[config.mk]
export PLATFORM = sky130hd
export DESIGN_NAME = nsc_switch_decode
export DESIGN_NICKNAME = d
export VERILOG_FILES = /design/src/rtl/nsc_pkg.sv /design/src/rtl/nsc_switch_decode.sv
export VERILOG_INCLUDE_DIRS = /design/src /design/src/rtl
export SDC_FILE = /design/constraint.sdc
export NUM_CORES = 1
export LEC_CHECK = 0
export ABC_CLOCK_PERIOD_IN_PS = 3250
export BUFFER_PORTS_ARGS = -buffer_cell sky130_fd_sc_hd__buf_2
export CORE_UTILIZATION = 55
export DETAILED_ROUTE_END_ITERATION = 6
export PLACE_DENSITY = 0.95
export SETUP_SLACK_MARGIN = 0.4
export SLEW_MARGIN = 10
export SYNTH_ARGS = -nofsm -noshare
export SYNTH_HDL_FRONTEND = slang
export SYNTH_SLANG_ARGS = --single-unit
[constraint.sdc]
create_clock -name pclk -period 3.25 [get_ports pclk]
set_clock_uncertainty 0.05 [all_clocks]
set_input_delay 0.8125 -clock pclk [delete_from_list [all_inputs] [get_ports pclk]]
set_output_delay 0.8125 -clock pclk [all_outputs]
set_load 0.05 [all_outputs]
[src/rtl/nsc_defs.svh]
// Constants for the node switch configuration decoder
`ifndef NSC_DEFS_SVH
`define NSC_DEFS_SVH
// APB register byte offsets
`define NSC_OFF_RAW 12'h000
`define NSC_OFF_MODE 12'h004
`define NSC_OFF_SIZE 12'h008
`define NSC_OFF_IP 12'h00c
`define NSC_OFF_CTRL 12'h010
// Process image extension bit counts
`define NSC_DIAG_BITS 8'h10
`define NSC_STAT_BITS 8'h10
`define NSC_STAT_USED 8'h08
// Controller exchange sizes in bytes
`define NSC_XCHG_SMALL 8'h08
`define NSC_XCHG_LARGE 8'h10
// Fixed address network prefix
`define NSC_NET_PREFIX 24'hc0a801
// Switch three values that do not select fixed addressing
`define NSC_IP_ZERO 8'h00
`define NSC_IP_ALLONES 8'hff
// Sampling settle time after reset release, in ns
`define NSC_SETTLE_NS 1000
`define NSC_CLK_NS 100
`define NSC_SETTLE_CYC ((`NSC_SETTLE_NS + `NSC_CLK_NS - 1) / `NSC_CLK_NS)
`define NSC_CNT_W 4
// Flops between the switch pins and the capture register
`define NSC_SYNC_DEPTH 2
`endif

[src/rtl/nsc_pkg.sv]
// Types for the node switch configuration decoder
package nsc_pkg;
   typedef enum logic [1:0] {
      NSC_MODE_REMOTE_IO,
      NSC_MODE_REMOTE_CTRL,
      NSC_MODE_RSVD
   } nsc_mode_t;
   typedef enum logic [1:0] {
      NSC_DIAG_OFF,
      NSC_DIAG_IFACE,
      NSC_DIAG_STATUS,
      NSC_DIAG_RSVD
   } nsc_diag_t;
   typedef enum logic [1:0] {
      NSC_IP_DYNAMIC,
      NSC_IP_STORED,
      NSC_IP_FIXED
   } nsc_ipmode_t;
   typedef enum logic [1:0] {
      NSC_ST_SETTLE,
      NSC_ST_SAMPLE,
      NSC_ST_HOLD
   } nsc_state_t;
endpackage

[src/rtl/nsc_switch_decode.sv]
// Switch bank decoder with APB status view
//
// Contract
// RULE_01 - Both mode elements off: remote I/O
// RULE_02 - Element one on, two off: remote controller
// RULE_03 - Switch two meaning depends on mode
// RULE_04 - Remote I/O, both off: no extras
// RULE_05 - Element one on: diagnostic interface, 16 bits
// RULE_06 - Element two on: status bits, 8 used
// RULE_07 - Both on in remote I/O: reserved
// RULE_08 - Controller exchange 8 or 16 bytes
// RULE_09 - Switch three gives addressing type
// RULE_10 - All off: dynamic unless stored settings
// RULE_11 - Other than 0/255: fixed 192.168.1.x
// RULE_12 - Sample once after reset, then hold
//
// The APB interface to the registers and the placing of the registers were left to the implementer.
`timescale 1ns/1ps
`include "nsc_defs.svh"
module nsc_switch_decode
   import nsc_pkg::*;
#(
   parameter int SETTLE_CYC = `NSC_SETTLE_CYC
) (
   // Clock and reset
   input wire logic pclk,
   input wire logic presetn,
   // APB slave
   input wire logic psel,
   input wire logic penable,
   input wire logic pwrite,
   input wire logic [11:0] paddr,
   input wire logic [31:0] pwdata,
   output logic [31:0] prdata,
   output logic pready,
   output logic pslverr,
   // Switch bank pins
   input wire logic mode_switch_elem_one,
   input wire logic mode_switch_elem_two,
   input wire logic [1:0] diag_switch,
   input wire logic [7:0] ip_switch,
   // Stored network settings present in non-volatile memory
   input wire logic nv_settings_valid,
   // Decoded settings
   output logic cfg_valid,
   output logic remote_ctrl_mode,
   output logic ctrl_passive,
   output logic diag_iface_en,
   output logic status_bits_en,
   output logic [7:0] extra_in_bits,
   output logic [7:0] extra_out_bits,
   output logic [7:0] xchg_bytes,
   output logic cfg_reserved,
   output logic [1:0] ip_mode,
   output logic [31:0] ip_addr
);

   // Pins are asynchronous; two flops before any use
   logic [11:0] sw_s1_r;
   logic [11:0] sw_s2_r;
   logic nv_s1_r;
   logic nv_s2_r;
   always_ff @(posedge pclk or negedge presetn) begin
      if (!presetn) begin
         sw_s1_r <= 12'h000;
         sw_s2_r <= 12'h000;
         nv_s1_r <= 1'b0;
         nv_s2_r <= 1'b0;
      end else begin
         sw_s1_r <= {ip_switch, diag_switch,
                     mode_switch_elem_two, mode_switch_elem_one};
         sw_s2_r <= sw_s1_r;
         nv_s1_r <= nv_settings_valid;
         nv_s2_r <= nv_s1_r;
      end
   end

   // Sampling sequence: settle, sample once, hold forever
   nsc_state_t state_r;
   logic [`NSC_CNT_W-1:0] cnt_r;
   always_ff @(posedge pclk or negedge presetn) begin
      if (!presetn) begin
         state_r <= NSC_ST_SETTLE;
         cnt_r <= '0;
      end else begin
         unique case (state_r)
            NSC_ST_SETTLE: begin
               // Never sample before the synchroniser holds real pins
               if (cnt_r >= `NSC_CNT_W'(SETTLE_CYC - 1)
                  && cnt_r >= `NSC_CNT_W'(`NSC_SYNC_DEPTH - 1)) begin
                  state_r <= NSC_ST_SAMPLE;
               end else begin
                  cnt_r <= cnt_r + `NSC_CNT_W'(1);
               end
            end
            NSC_ST_SAMPLE: begin
               state_r <= NSC_ST_HOLD; // RULE_12
            end
            NSC_ST_HOLD: begin
               state_r <= NSC_ST_HOLD; // RULE_12
            end
         endcase
      end
   end

   // Captured raw switch image
   logic [11:0] raw_r;
   logic nv_r;
   always_ff @(posedge pclk or negedge presetn) begin
      if (!presetn) begin
         raw_r <= 12'h000;
         nv_r <= 1'b0;
      end else if (state_r == NSC_ST_SAMPLE) begin
         raw_r <= sw_s2_r; // RULE_12
         nv_r <= nv_s2_r;
      end
   end

   // Decode of synchroniser output, registered only in the sample state
   logic m1;
   logic m2;
   logic [1:0] d;
   logic [7:0] ipsw;
   assign m1 = sw_s2_r[0];
   assign m2 = sw_s2_r[1];
   assign d = sw_s2_r[3:2];
   assign ipsw = sw_s2_r[11:4];

   logic rc_nxt;
   logic diag_nxt;
   logic stat_nxt;
   logic [7:0] xin_nxt;
   logic [7:0] xout_nxt;
   logic [7:0] xb_nxt;
   logic rsvd_nxt;
   logic [1:0] ipm_nxt;
   logic [31:0] ipa_nxt;
   always_comb begin
      rc_nxt = 1'b0;
      diag_nxt = 1'b0;
      stat_nxt = 1'b0;
      xin_nxt = 8'h00;
      xout_nxt = 8'h00;
      xb_nxt = 8'h00;
      rsvd_nxt = 1'b0;
      if (!m1 && !m2) begin
         // Remote I/O: switch two picks diagnostics
         unique case (d) // RULE_03
            2'b00: begin
               rsvd_nxt = 1'b0; // RULE_04
            end
            2'b01: begin
               diag_nxt = 1'b1; // RULE_05
               xin_nxt = `NSC_DIAG_BITS;
               xout_nxt = `NSC_DIAG_BITS;
            end
            2'b10: begin
               stat_nxt = 1'b1; // RULE_06
               xin_nxt = `NSC_STAT_BITS;
            end
            2'b11: begin
               rsvd_nxt = 1'b1; // RULE_07
            end
         endcase
      end else if (m1 && !m2) begin
         rc_nxt = 1'b1; // RULE_02
         // Controller: switch two picks exchange size
         unique case (d) // RULE_03
            2'b00: xb_nxt = `NSC_XCHG_SMALL; // RULE_08
            2'b10: xb_nxt = `NSC_XCHG_LARGE; // RULE_08
            default: rsvd_nxt = 1'b1; // RULE_08
         endcase
      end else begin
         // Undocumented mode codes fall back to remote I/O, flagged
         rsvd_nxt = 1'b1; // RULE_01
      end
   end

   always_comb begin
      ipa_nxt = 32'h0000_0000;
      if (ipsw == `NSC_IP_ZERO || ipsw == `NSC_IP_ALLONES) begin
         // Dynamic unless stored settings exist
         ipm_nxt = nv_s2_r ? 2'(NSC_IP_STORED)
                           : 2'(NSC_IP_DYNAMIC); // RULE_10
      end else begin
         ipm_nxt = 2'(NSC_IP_FIXED); // RULE_11
         ipa_nxt = {`NSC_NET_PREFIX, ipsw}; // RULE_11
      end
   end

   // Decoded outputs: loaded once, then frozen
   always_ff @(posedge pclk or negedge presetn) begin
      if (!presetn) begin
         cfg_valid <= 1'b0;
         remote_ctrl_mode <= 1'b0;
         ctrl_passive <= 1'b1;
         diag_iface_en <= 1'b0;
         status_bits_en <= 1'b0;
         extra_in_bits <= 8'h00;
         extra_out_bits <= 8'h00;
         xchg_bytes <= 8'h00;
         cfg_reserved <= 1'b0;
         ip_mode <= 2'(NSC_IP_DYNAMIC); // RULE_09
         ip_addr <= 32'h0000_0000;
      end else if (state_r == NSC_ST_SAMPLE) begin
         cfg_valid <= 1'b1; // RULE_12
         remote_ctrl_mode <= rc_nxt; // RULE_01
         ctrl_passive <= !rc_nxt; // RULE_01
         diag_iface_en <= diag_nxt;
         status_bits_en <= stat_nxt;
         extra_in_bits <= xin_nxt;
         extra_out_bits <= xout_nxt;
         xchg_bytes <= xb_nxt;
         cfg_reserved <= rsvd_nxt;
         ip_mode <= ipm_nxt; // RULE_09
         ip_addr <= ipa_nxt;
      end
   end

   // Software-owned scratch control word
   logic [31:0] ctrl_r;
   logic wr_en;
   logic rd_en;
   assign wr_en = psel && penable && pwrite;
   assign rd_en = psel && !penable && !pwrite;
   always_ff @(posedge pclk or negedge presetn) begin
      if (!presetn) begin
         ctrl_r <= 32'h0000_0000;
      end else if (wr_en && paddr == `NSC_OFF_CTRL) begin
         ctrl_r <= pwdata;
      end
   end

   // APB answers with no wait state; read data latched at setup
   always_ff @(posedge pclk or negedge presetn) begin
      if (!presetn) begin
         prdata <= 32'h0000_0000;
         pready <= 1'b0;
         pslverr <= 1'b0;
      end else begin
         pready <= psel && !penable;
         pslverr <= 1'b0;
         if (psel && !penable) begin
            pslverr <= !(paddr == `NSC_OFF_RAW || paddr == `NSC_OFF_MODE
               || paddr == `NSC_OFF_SIZE || paddr == `NSC_OFF_IP
               || paddr == `NSC_OFF_CTRL);
         end
         if (rd_en) begin
            unique case (paddr)
               `NSC_OFF_RAW: prdata <= {19'h0, nv_r, raw_r};
               `NSC_OFF_MODE: prdata <= {26'h0, cfg_reserved,
                  status_bits_en, diag_iface_en, ctrl_passive,
                  remote_ctrl_mode, cfg_valid};
               `NSC_OFF_SIZE: prdata <= {8'h0, xchg_bytes,
                  extra_out_bits, extra_in_bits};
               `NSC_OFF_IP: prdata <= ip_mode == 2'(NSC_IP_FIXED)
                  ? ip_addr : {30'h0, ip_mode};
               `NSC_OFF_CTRL: prdata <= ctrl_r;
               default: prdata <= 32'h0000_0000;
            endcase
         end
      end
   end

   // Checks
   a_hold_frozen: assert property (@(posedge pclk) disable iff (!presetn)
      cfg_valid |=> $stable(ip_addr) && $stable(remote_ctrl_mode)
      && $stable(xchg_bytes)) // RULE_12
      else $error("settings changed after sampling");
   a_sample_once: assert property (@(posedge pclk) disable iff (!presetn)
      $rose(cfg_valid) |-> $past(state_r) == NSC_ST_SAMPLE) // RULE_12
      else $error("sample without sample state");
   a_passive_io: assert property (@(posedge pclk) disable iff (!presetn)
      cfg_valid |-> ctrl_passive == !remote_ctrl_mode) // RULE_01
      else $error("passive flag wrong");
   a_ctrl_mode: assert property (@(posedge pclk) disable iff (!presetn)
      cfg_valid && raw_r[1:0] == 2'b01 |-> remote_ctrl_mode) // RULE_02
      else $error("controller mode not decoded");
   a_mode_split: assert property (@(posedge pclk) disable iff (!presetn)
      cfg_valid && remote_ctrl_mode |-> !diag_iface_en && !status_bits_en)
      // RULE_03
      else $error("diagnostics in controller mode");
   a_diag_bits: assert property (@(posedge pclk) disable iff (!presetn)
      diag_iface_en |-> extra_in_bits == `NSC_DIAG_BITS
      && extra_out_bits == `NSC_DIAG_BITS) // RULE_05
      else $error("diagnostic width wrong");
   a_stat_bits: assert property (@(posedge pclk) disable iff (!presetn)
      status_bits_en |-> extra_in_bits == `NSC_STAT_BITS
      && extra_out_bits == 8'h00) // RULE_06
      else $error("status width wrong");
   a_xchg_size: assert property (@(posedge pclk) disable iff (!presetn)
      cfg_valid && raw_r[3:0] == 4'b1001 |-> xchg_bytes == `NSC_XCHG_LARGE)
      // RULE_08
      else $error("exchange size wrong");
   a_fixed_ip: assert property (@(posedge pclk) disable iff (!presetn)
      cfg_valid && ip_mode == 2'(NSC_IP_FIXED)
      |-> ip_addr[31:8] == `NSC_NET_PREFIX && ip_addr[7:0] == raw_r[11:4])
      // RULE_11
      else $error("fixed address wrong");
   a_dyn_ip: assert property (@(posedge pclk) disable iff (!presetn)
      cfg_valid && raw_r[11:4] == 8'h00 && !nv_r
      |-> ip_mode == 2'(NSC_IP_DYNAMIC)) // RULE_10
      else $error("dynamic addressing not chosen");
   a_apb_ready: assert property (@(posedge pclk) disable iff (!presetn)
      psel && !penable |=> pready)
      else $error("apb answer late");
   c_ctrl: cover property (@(posedge pclk) $rose(cfg_valid)
      && remote_ctrl_mode);
   c_diag: cover property (@(posedge pclk) $rose(cfg_valid)
      && diag_iface_en);
   c_fixed: cover property (@(posedge pclk) $rose(cfg_valid)
      && ip_mode == 2'(NSC_IP_FIXED));
   c_rsvd: cover property (@(posedge pclk) $rose(cfg_valid)
      && cfg_reserved);

endmodule

* After elaboration in Yosys (flattened, before gate mapping)
Index checks and enable logic that the tools add are counted.
Word-level totals: bits in registers 175, input bits 62, output and inout bits 98, logic and storage cells 91
Cells by class: add/subtract/negate cells 1, order comparisons 2, equality and inequality tests 12, muxes and demuxes 25, bitwise logic cells 1, reduce and logical (&&, ||, !) cells 27
Operator list (number):
- 32-bit case mux with 5 select lines | 1
- 32-bit 2-to-1 mux | 2
- 5-bit 2-to-1 mux | 6
- 12-bit by 4-bit equality test with 1-bit output (second input constant) | 2
- 12-bit by 3-bit equality test with 1-bit output (second input constant) | 1
- 12-bit by 5-bit equality test with 1-bit output (second input constant) | 1
- 12-bit logical NOT | 1
- 1-bit 2-to-1 mux | 12
- 5-bit case mux with 2 select lines | 1
- 2-bit equality test (second input constant) | 4
- 8-bit equality test (second input constant) | 1
- 1-bit logical AND | 8
- 8-bit logical NOT | 1
- 1-bit logical NOT | 6
- 2-bit OR reduction | 3
- 1-bit logical OR | 5
- 4-bit by 1-bit adder with 4-bit output (second input constant) | 1
- 2-bit by 1-bit equality test with 1-bit output (second input constant) | 2
- 4-bit by 1-bit >= comparator with 1-bit output (second input constant) | 1
- 4-bit >= comparator (second input constant) | 1
- 2-bit logical NOT | 2
- 2-bit 2-to-1 mux | 2
- 2-bit case mux with 2 select lines | 1
- 2-bit inequality test (second input constant) | 1
- 2 further kinds | 2

* Depth between registers and ports, before layout
depth in word-level cells 7, gate-level depth with buffers 6, mapped depth without buffers 6

* Worst setup path after synthesis
Ideal clock, no wire load.
path type input to register, start point input paddr[9], end point register ctrl_r[11], arrival 2.651 ns, data required time 3.075 ns, slack 0.424 ns, cell stages on the path 6, cell sequence or4_1 > buf_2 > or2_4 > nor4_4 > buf_6 > mux2_2
Between the ends: word-level cells in the longest chain between the ends 2
Ends and longest elaborated chain:
- start: declaration | RTL line nsc_switch_decode.sv:32 | input wire logic [11:0] paddr,
- 12-bit by 5-bit equality test with 1-bit output
- 1-bit logical AND (no line)
- end signal: assignment | RTL line nsc_switch_decode.sv:230 | ctrl_r <= pwdata;
- end: declaration | RTL line nsc_switch_decode.sv:221 | logic [31:0] ctrl_r;
No other way between the ends. A chain may end at the register's enable or synchronous reset.

* Worst setup path in the final report
start point input paddr[5], end point register ctrl_r[27]
The elaborated chain is that of the path after synthesis.

==> summary.md <==
| Metric | Value |
|---|---|
| Crit-path cells | `buf_2, or3_1, or2_4, nor4_4, buf_12, mux2_2` |
| Multi-input gate area | `0.00197 mm2` |
| Critical Path Fanout Max | `32` |
| RSZ-0062 raised after global routing | `false` |
| Via count | `3951` |
| Setup Viol. Count Final | `0` |
| TritonCTS clock tree | `yes` |
| R2r worst-path depth | `6` |
| CP Class | `in2reg` |
| Detail Placement HPWL | `8.47 mm` |
| Buf+Inv Stages, Crit Path | `2` |
| CTS H-tree depth | `4` |
| Die height | `103 um` |
| Synth warnings | `0` |
| Post-synthesis cell type count | `52` |
| Vias per cell | `5.37` |
| Sequential cell area | `0.00325 mm2` |
| Async S/R FF share, synth | `1.00` |
| Required @ worst endpoint | `3.60 ns` |
| Die W | `103 um` |
| Gr ovfl total | `0` |
| GRT Util Overall | `0.251` |
| Area of the die | `0.0106 mm2` |
| Total power | `3920 uW` |
| Largest delay share family, worst path | `simple AND/OR/NAND/NOR gates` |
| Status | `finished clean` |
| TritonCTS Buffers | `17` |
| Number of diodes | `0` |
| Port Buffers | `121` |
| Post-cts resize count | `0` |
| Post-synth EDFFs | `0` |
| Fmax | `428 MHz` |
| DRT Pass-1 Iters | `5` |
| First-pass GRT wire length | `19.5 mm` |
| Worst R2R Setup Slack | `1.02 ns` |
| Max Buffers Root-to-Sink | `2` |
| Reg2Reg Capture Point | `ip_addr[7]` |
| # DRC | `0` |
| Final setup TNS | `0 ns` |
| Seq/Total Area, Yosys | `0.582` |
| Synthesis-to-finish area growth | `21.2%` |
| Primary FF master, synth | `dfrtp_1` |
| Critical Path End Type | `flip-flop` |
| Clk slew on worst S/H paths | `0.06 ns` |
| #FFs+latches synth | `130` |
| Worst Path Arrival | `2.69 ns` |
| Max-slew violations | `0` |
| Slew headroom | `0.526` |
| Fillers | `678` |
| Final min period | `2.33 ns` |
| Worst r2r src | `state_r[1]` |
| GP Congestion | `0.856` |
| Initial Util | `0.570` |
| Synth Instances | `470` |
| Antenna Nets Post-Route | `0` |
| Max incr delay on CP | `0.51 ns` |
| Root Driver | `clkbuf_8` |
| Initial antenna violation count | `0` |
| Hold Path Class | `in2async` |
| Largest net degree at the start of global routing | `59` |
| Worst-Margin Slew | `0.711 ns` |
| Pwr dens | `578 mW/mm2` |
| Row Count | `36` |
| Hold Fails Final Rpt | `0` |
| Wirelength per Cell | `16.5 um` |
| Final Util | `0.690` |
| Vias in the first global route | `3949` |
| Worst path slowest cell | `or3_1` |
| Cts hold-fix bufs | `0` |
| Max VDD drop | `0.000342 V` |
| Final Cycle Share | `0.718` |
| Syn_area_per_cell | `11.9 um2` |
| Worst-Skew Late Latency | `0.52 ns` |
| Sink Count | `130` |
| Mapped Area | `0.00559 mm2` |
| Ports | `160` |
| Final #Nets | `663` |
| WL final | `12.1 mm` |
| Starting DRT DRC Count | `208` |
| Startpoint class of the critical path | `input pin` |
| Number of post-CTS setup repair buffers | `0` |
| Layout cell share with drive strength beyond 1 | `0.360` |
| Max cap viols | `0` |
| Leak | `0.00333 uW` |
| Core area | `0.00982 mm2` |
[registers in the layout, indices dropped and copies added (netlist names), 2 cells and up]
register	count
sw_s1_r	12
cnt_r	4
raw_r	12
state_r	2
ip_addr	9
prdata	32
sw_s2_r	12
xchg_bytes	2
ctrl_r	32
[cells in the mapped netlist (2+ instances only)]
library cell	number	area (um2)
nor4_1	7	43.8
a21oi_1	12	60.1
buf_6	3	33.8
a22oi_1	11	82.6
nor3_1	2	10.0
o21ai_1	3	15.0
nor2_1	8	30.0
a21boi_0	3	22.5
nand2_1	51	191
o31ai_1	4	30.0
dfrtp_1	129	3230
ha_1	11	138
nand3b_1	2	15.0
mux2_2	47	529
or4_1	2	15.0
a22o_1	7	61.3
o21ai_0	34	170
inv_1	18	67.6
clkbuf_1	18	67.6
mux2i_1	6	60.1
buf_4	45	338
mux2_1	5	56.3
or3_1	2	12.5
o2bb2ai_1	2	17.5
nand3_1	7	35.0
nor3b_1	2	15.0
nor2b_1	4	25.0
[per-stage QoR]
step,hold WS (ns),std cells,setup WS (ns),cell area (um2)
6_report,0.296,736,0.916,6780
5_1_grt,0.301,736,0.858,6780
4_1_cts,0.298,736,0.930,6780
3_5_place_dp,0.285,704,0.379,6170
3_3_place_gp,0.284,704,0.442,6170
2_1_floorplan,0.281,507,0.424,5730
[how the worst max path moves through the flow]
stage | from | slack, ns | depth (start not counted) | end
2_1_floorplan | paddr[9] | 0.42 | 6 | ctrl_r[11]
3_3_place_gp | paddr[5] | 0.44 | 6 | ctrl_r[17]
3_5_place_dp | paddr[5] | 0.38 | 6 | ctrl_r[27]
4_1_cts | paddr[5] | 0.93 | 6 | ctrl_r[1]
5_1_grt | state_r[1] | 0.86 | 6 | ip_addr[7]
6_report | paddr[5] | 0.92 | 6 | ctrl_r[27]
[power breakdown]
group | internal [uW] | switching, uW | total (uW)
logic | 69.2 | 233 | 302
clock network | 1240 | 691 | 1930
registers | 1660 | 29.7 | 1690
total | 2970 | 954 | 3920
[layout by cell type, fill, tap and decap left out, types with 3 or more instances in the layout]
cell type / synthesis / routed
nor2b_1: 4 / 4
mux2_1: 5 / 5
o21ai_0: 34 / 34
conb_1: 1 / 38
clkinv_2: 0 / 3
a21oi_1: 12 / 12
bufinv_16: 0 / 4
a21boi_0: 3 / 3
clkbuf_16: 0 / 16
mux2i_1: 6 / 6
clkinvlp_4: 0 / 6
dfrtp_1: 129 / 129
inv_1: 18 / 18
a22oi_1: 11 / 11
nor4_1: 7 / 6
nor2_1: 8 / 8
nand2_1: 51 / 51
mux2_2: 47 / 47
buf_4: 45 / 10
o21ai_1: 3 / 3
nand3_1: 7 / 7
a22o_1: 7 / 7
o31ai_1: 4 / 4
buf_2: 1 / 120
ha_1: 11 / 11
[kinds of logic (layout without fill, tap and decap cells)]
| group | count (synthesis) | after routing | share of synthesized area |
|---|---|---|---|
| AO/OA/AOI/OAI | 85 | 85 | 0.0955 |
| flip-flops | 130 | 130 | 0.582 |
| adder cells (fa/ha/maj) | 11 | 11 | 0.0246 |
| other | 1 | 38 | 0.000670 |
| multiplexers | 58 | 58 | 0.115 |
| AND/OR/NAND/NOR | 96 | 96 | 0.0861 |
| XOR/XNOR | 2 | 2 | 0.00313 |
| buffers and inverters | 87 | 183 | 0.0928 |
[cell type report]
type / count / area share
sequential: 130 / 0.480
multi-input combinational: 290 / 0.290
timing repair buffer: 132 / 0.106
clock buffer: 18 / 0.0616
clock inverter: 14 / 0.0279
tap: 133 / 0.0245
inverter: 19 / 0.0105
[metal layers]
| layer | wire length [um] | global-route usage | vias to the layer above | share of wire |
|---|---|---|---|---|
| met5 | 0 | 0 | - | 0 |
| met4 | 428 | 0.132 | 0 | 0.035 |
| met3 | 922 | 0.0766 | 43 | 0.076 |
| met2 | 5980 | 0.411 | 207 | 0.49 |
| met1 | 4790 | 0.300 | 1912 | 0.40 |
| li1 | - | - | 1789 | - |
No activity file was read; power rests on OpenSTA's default activity.
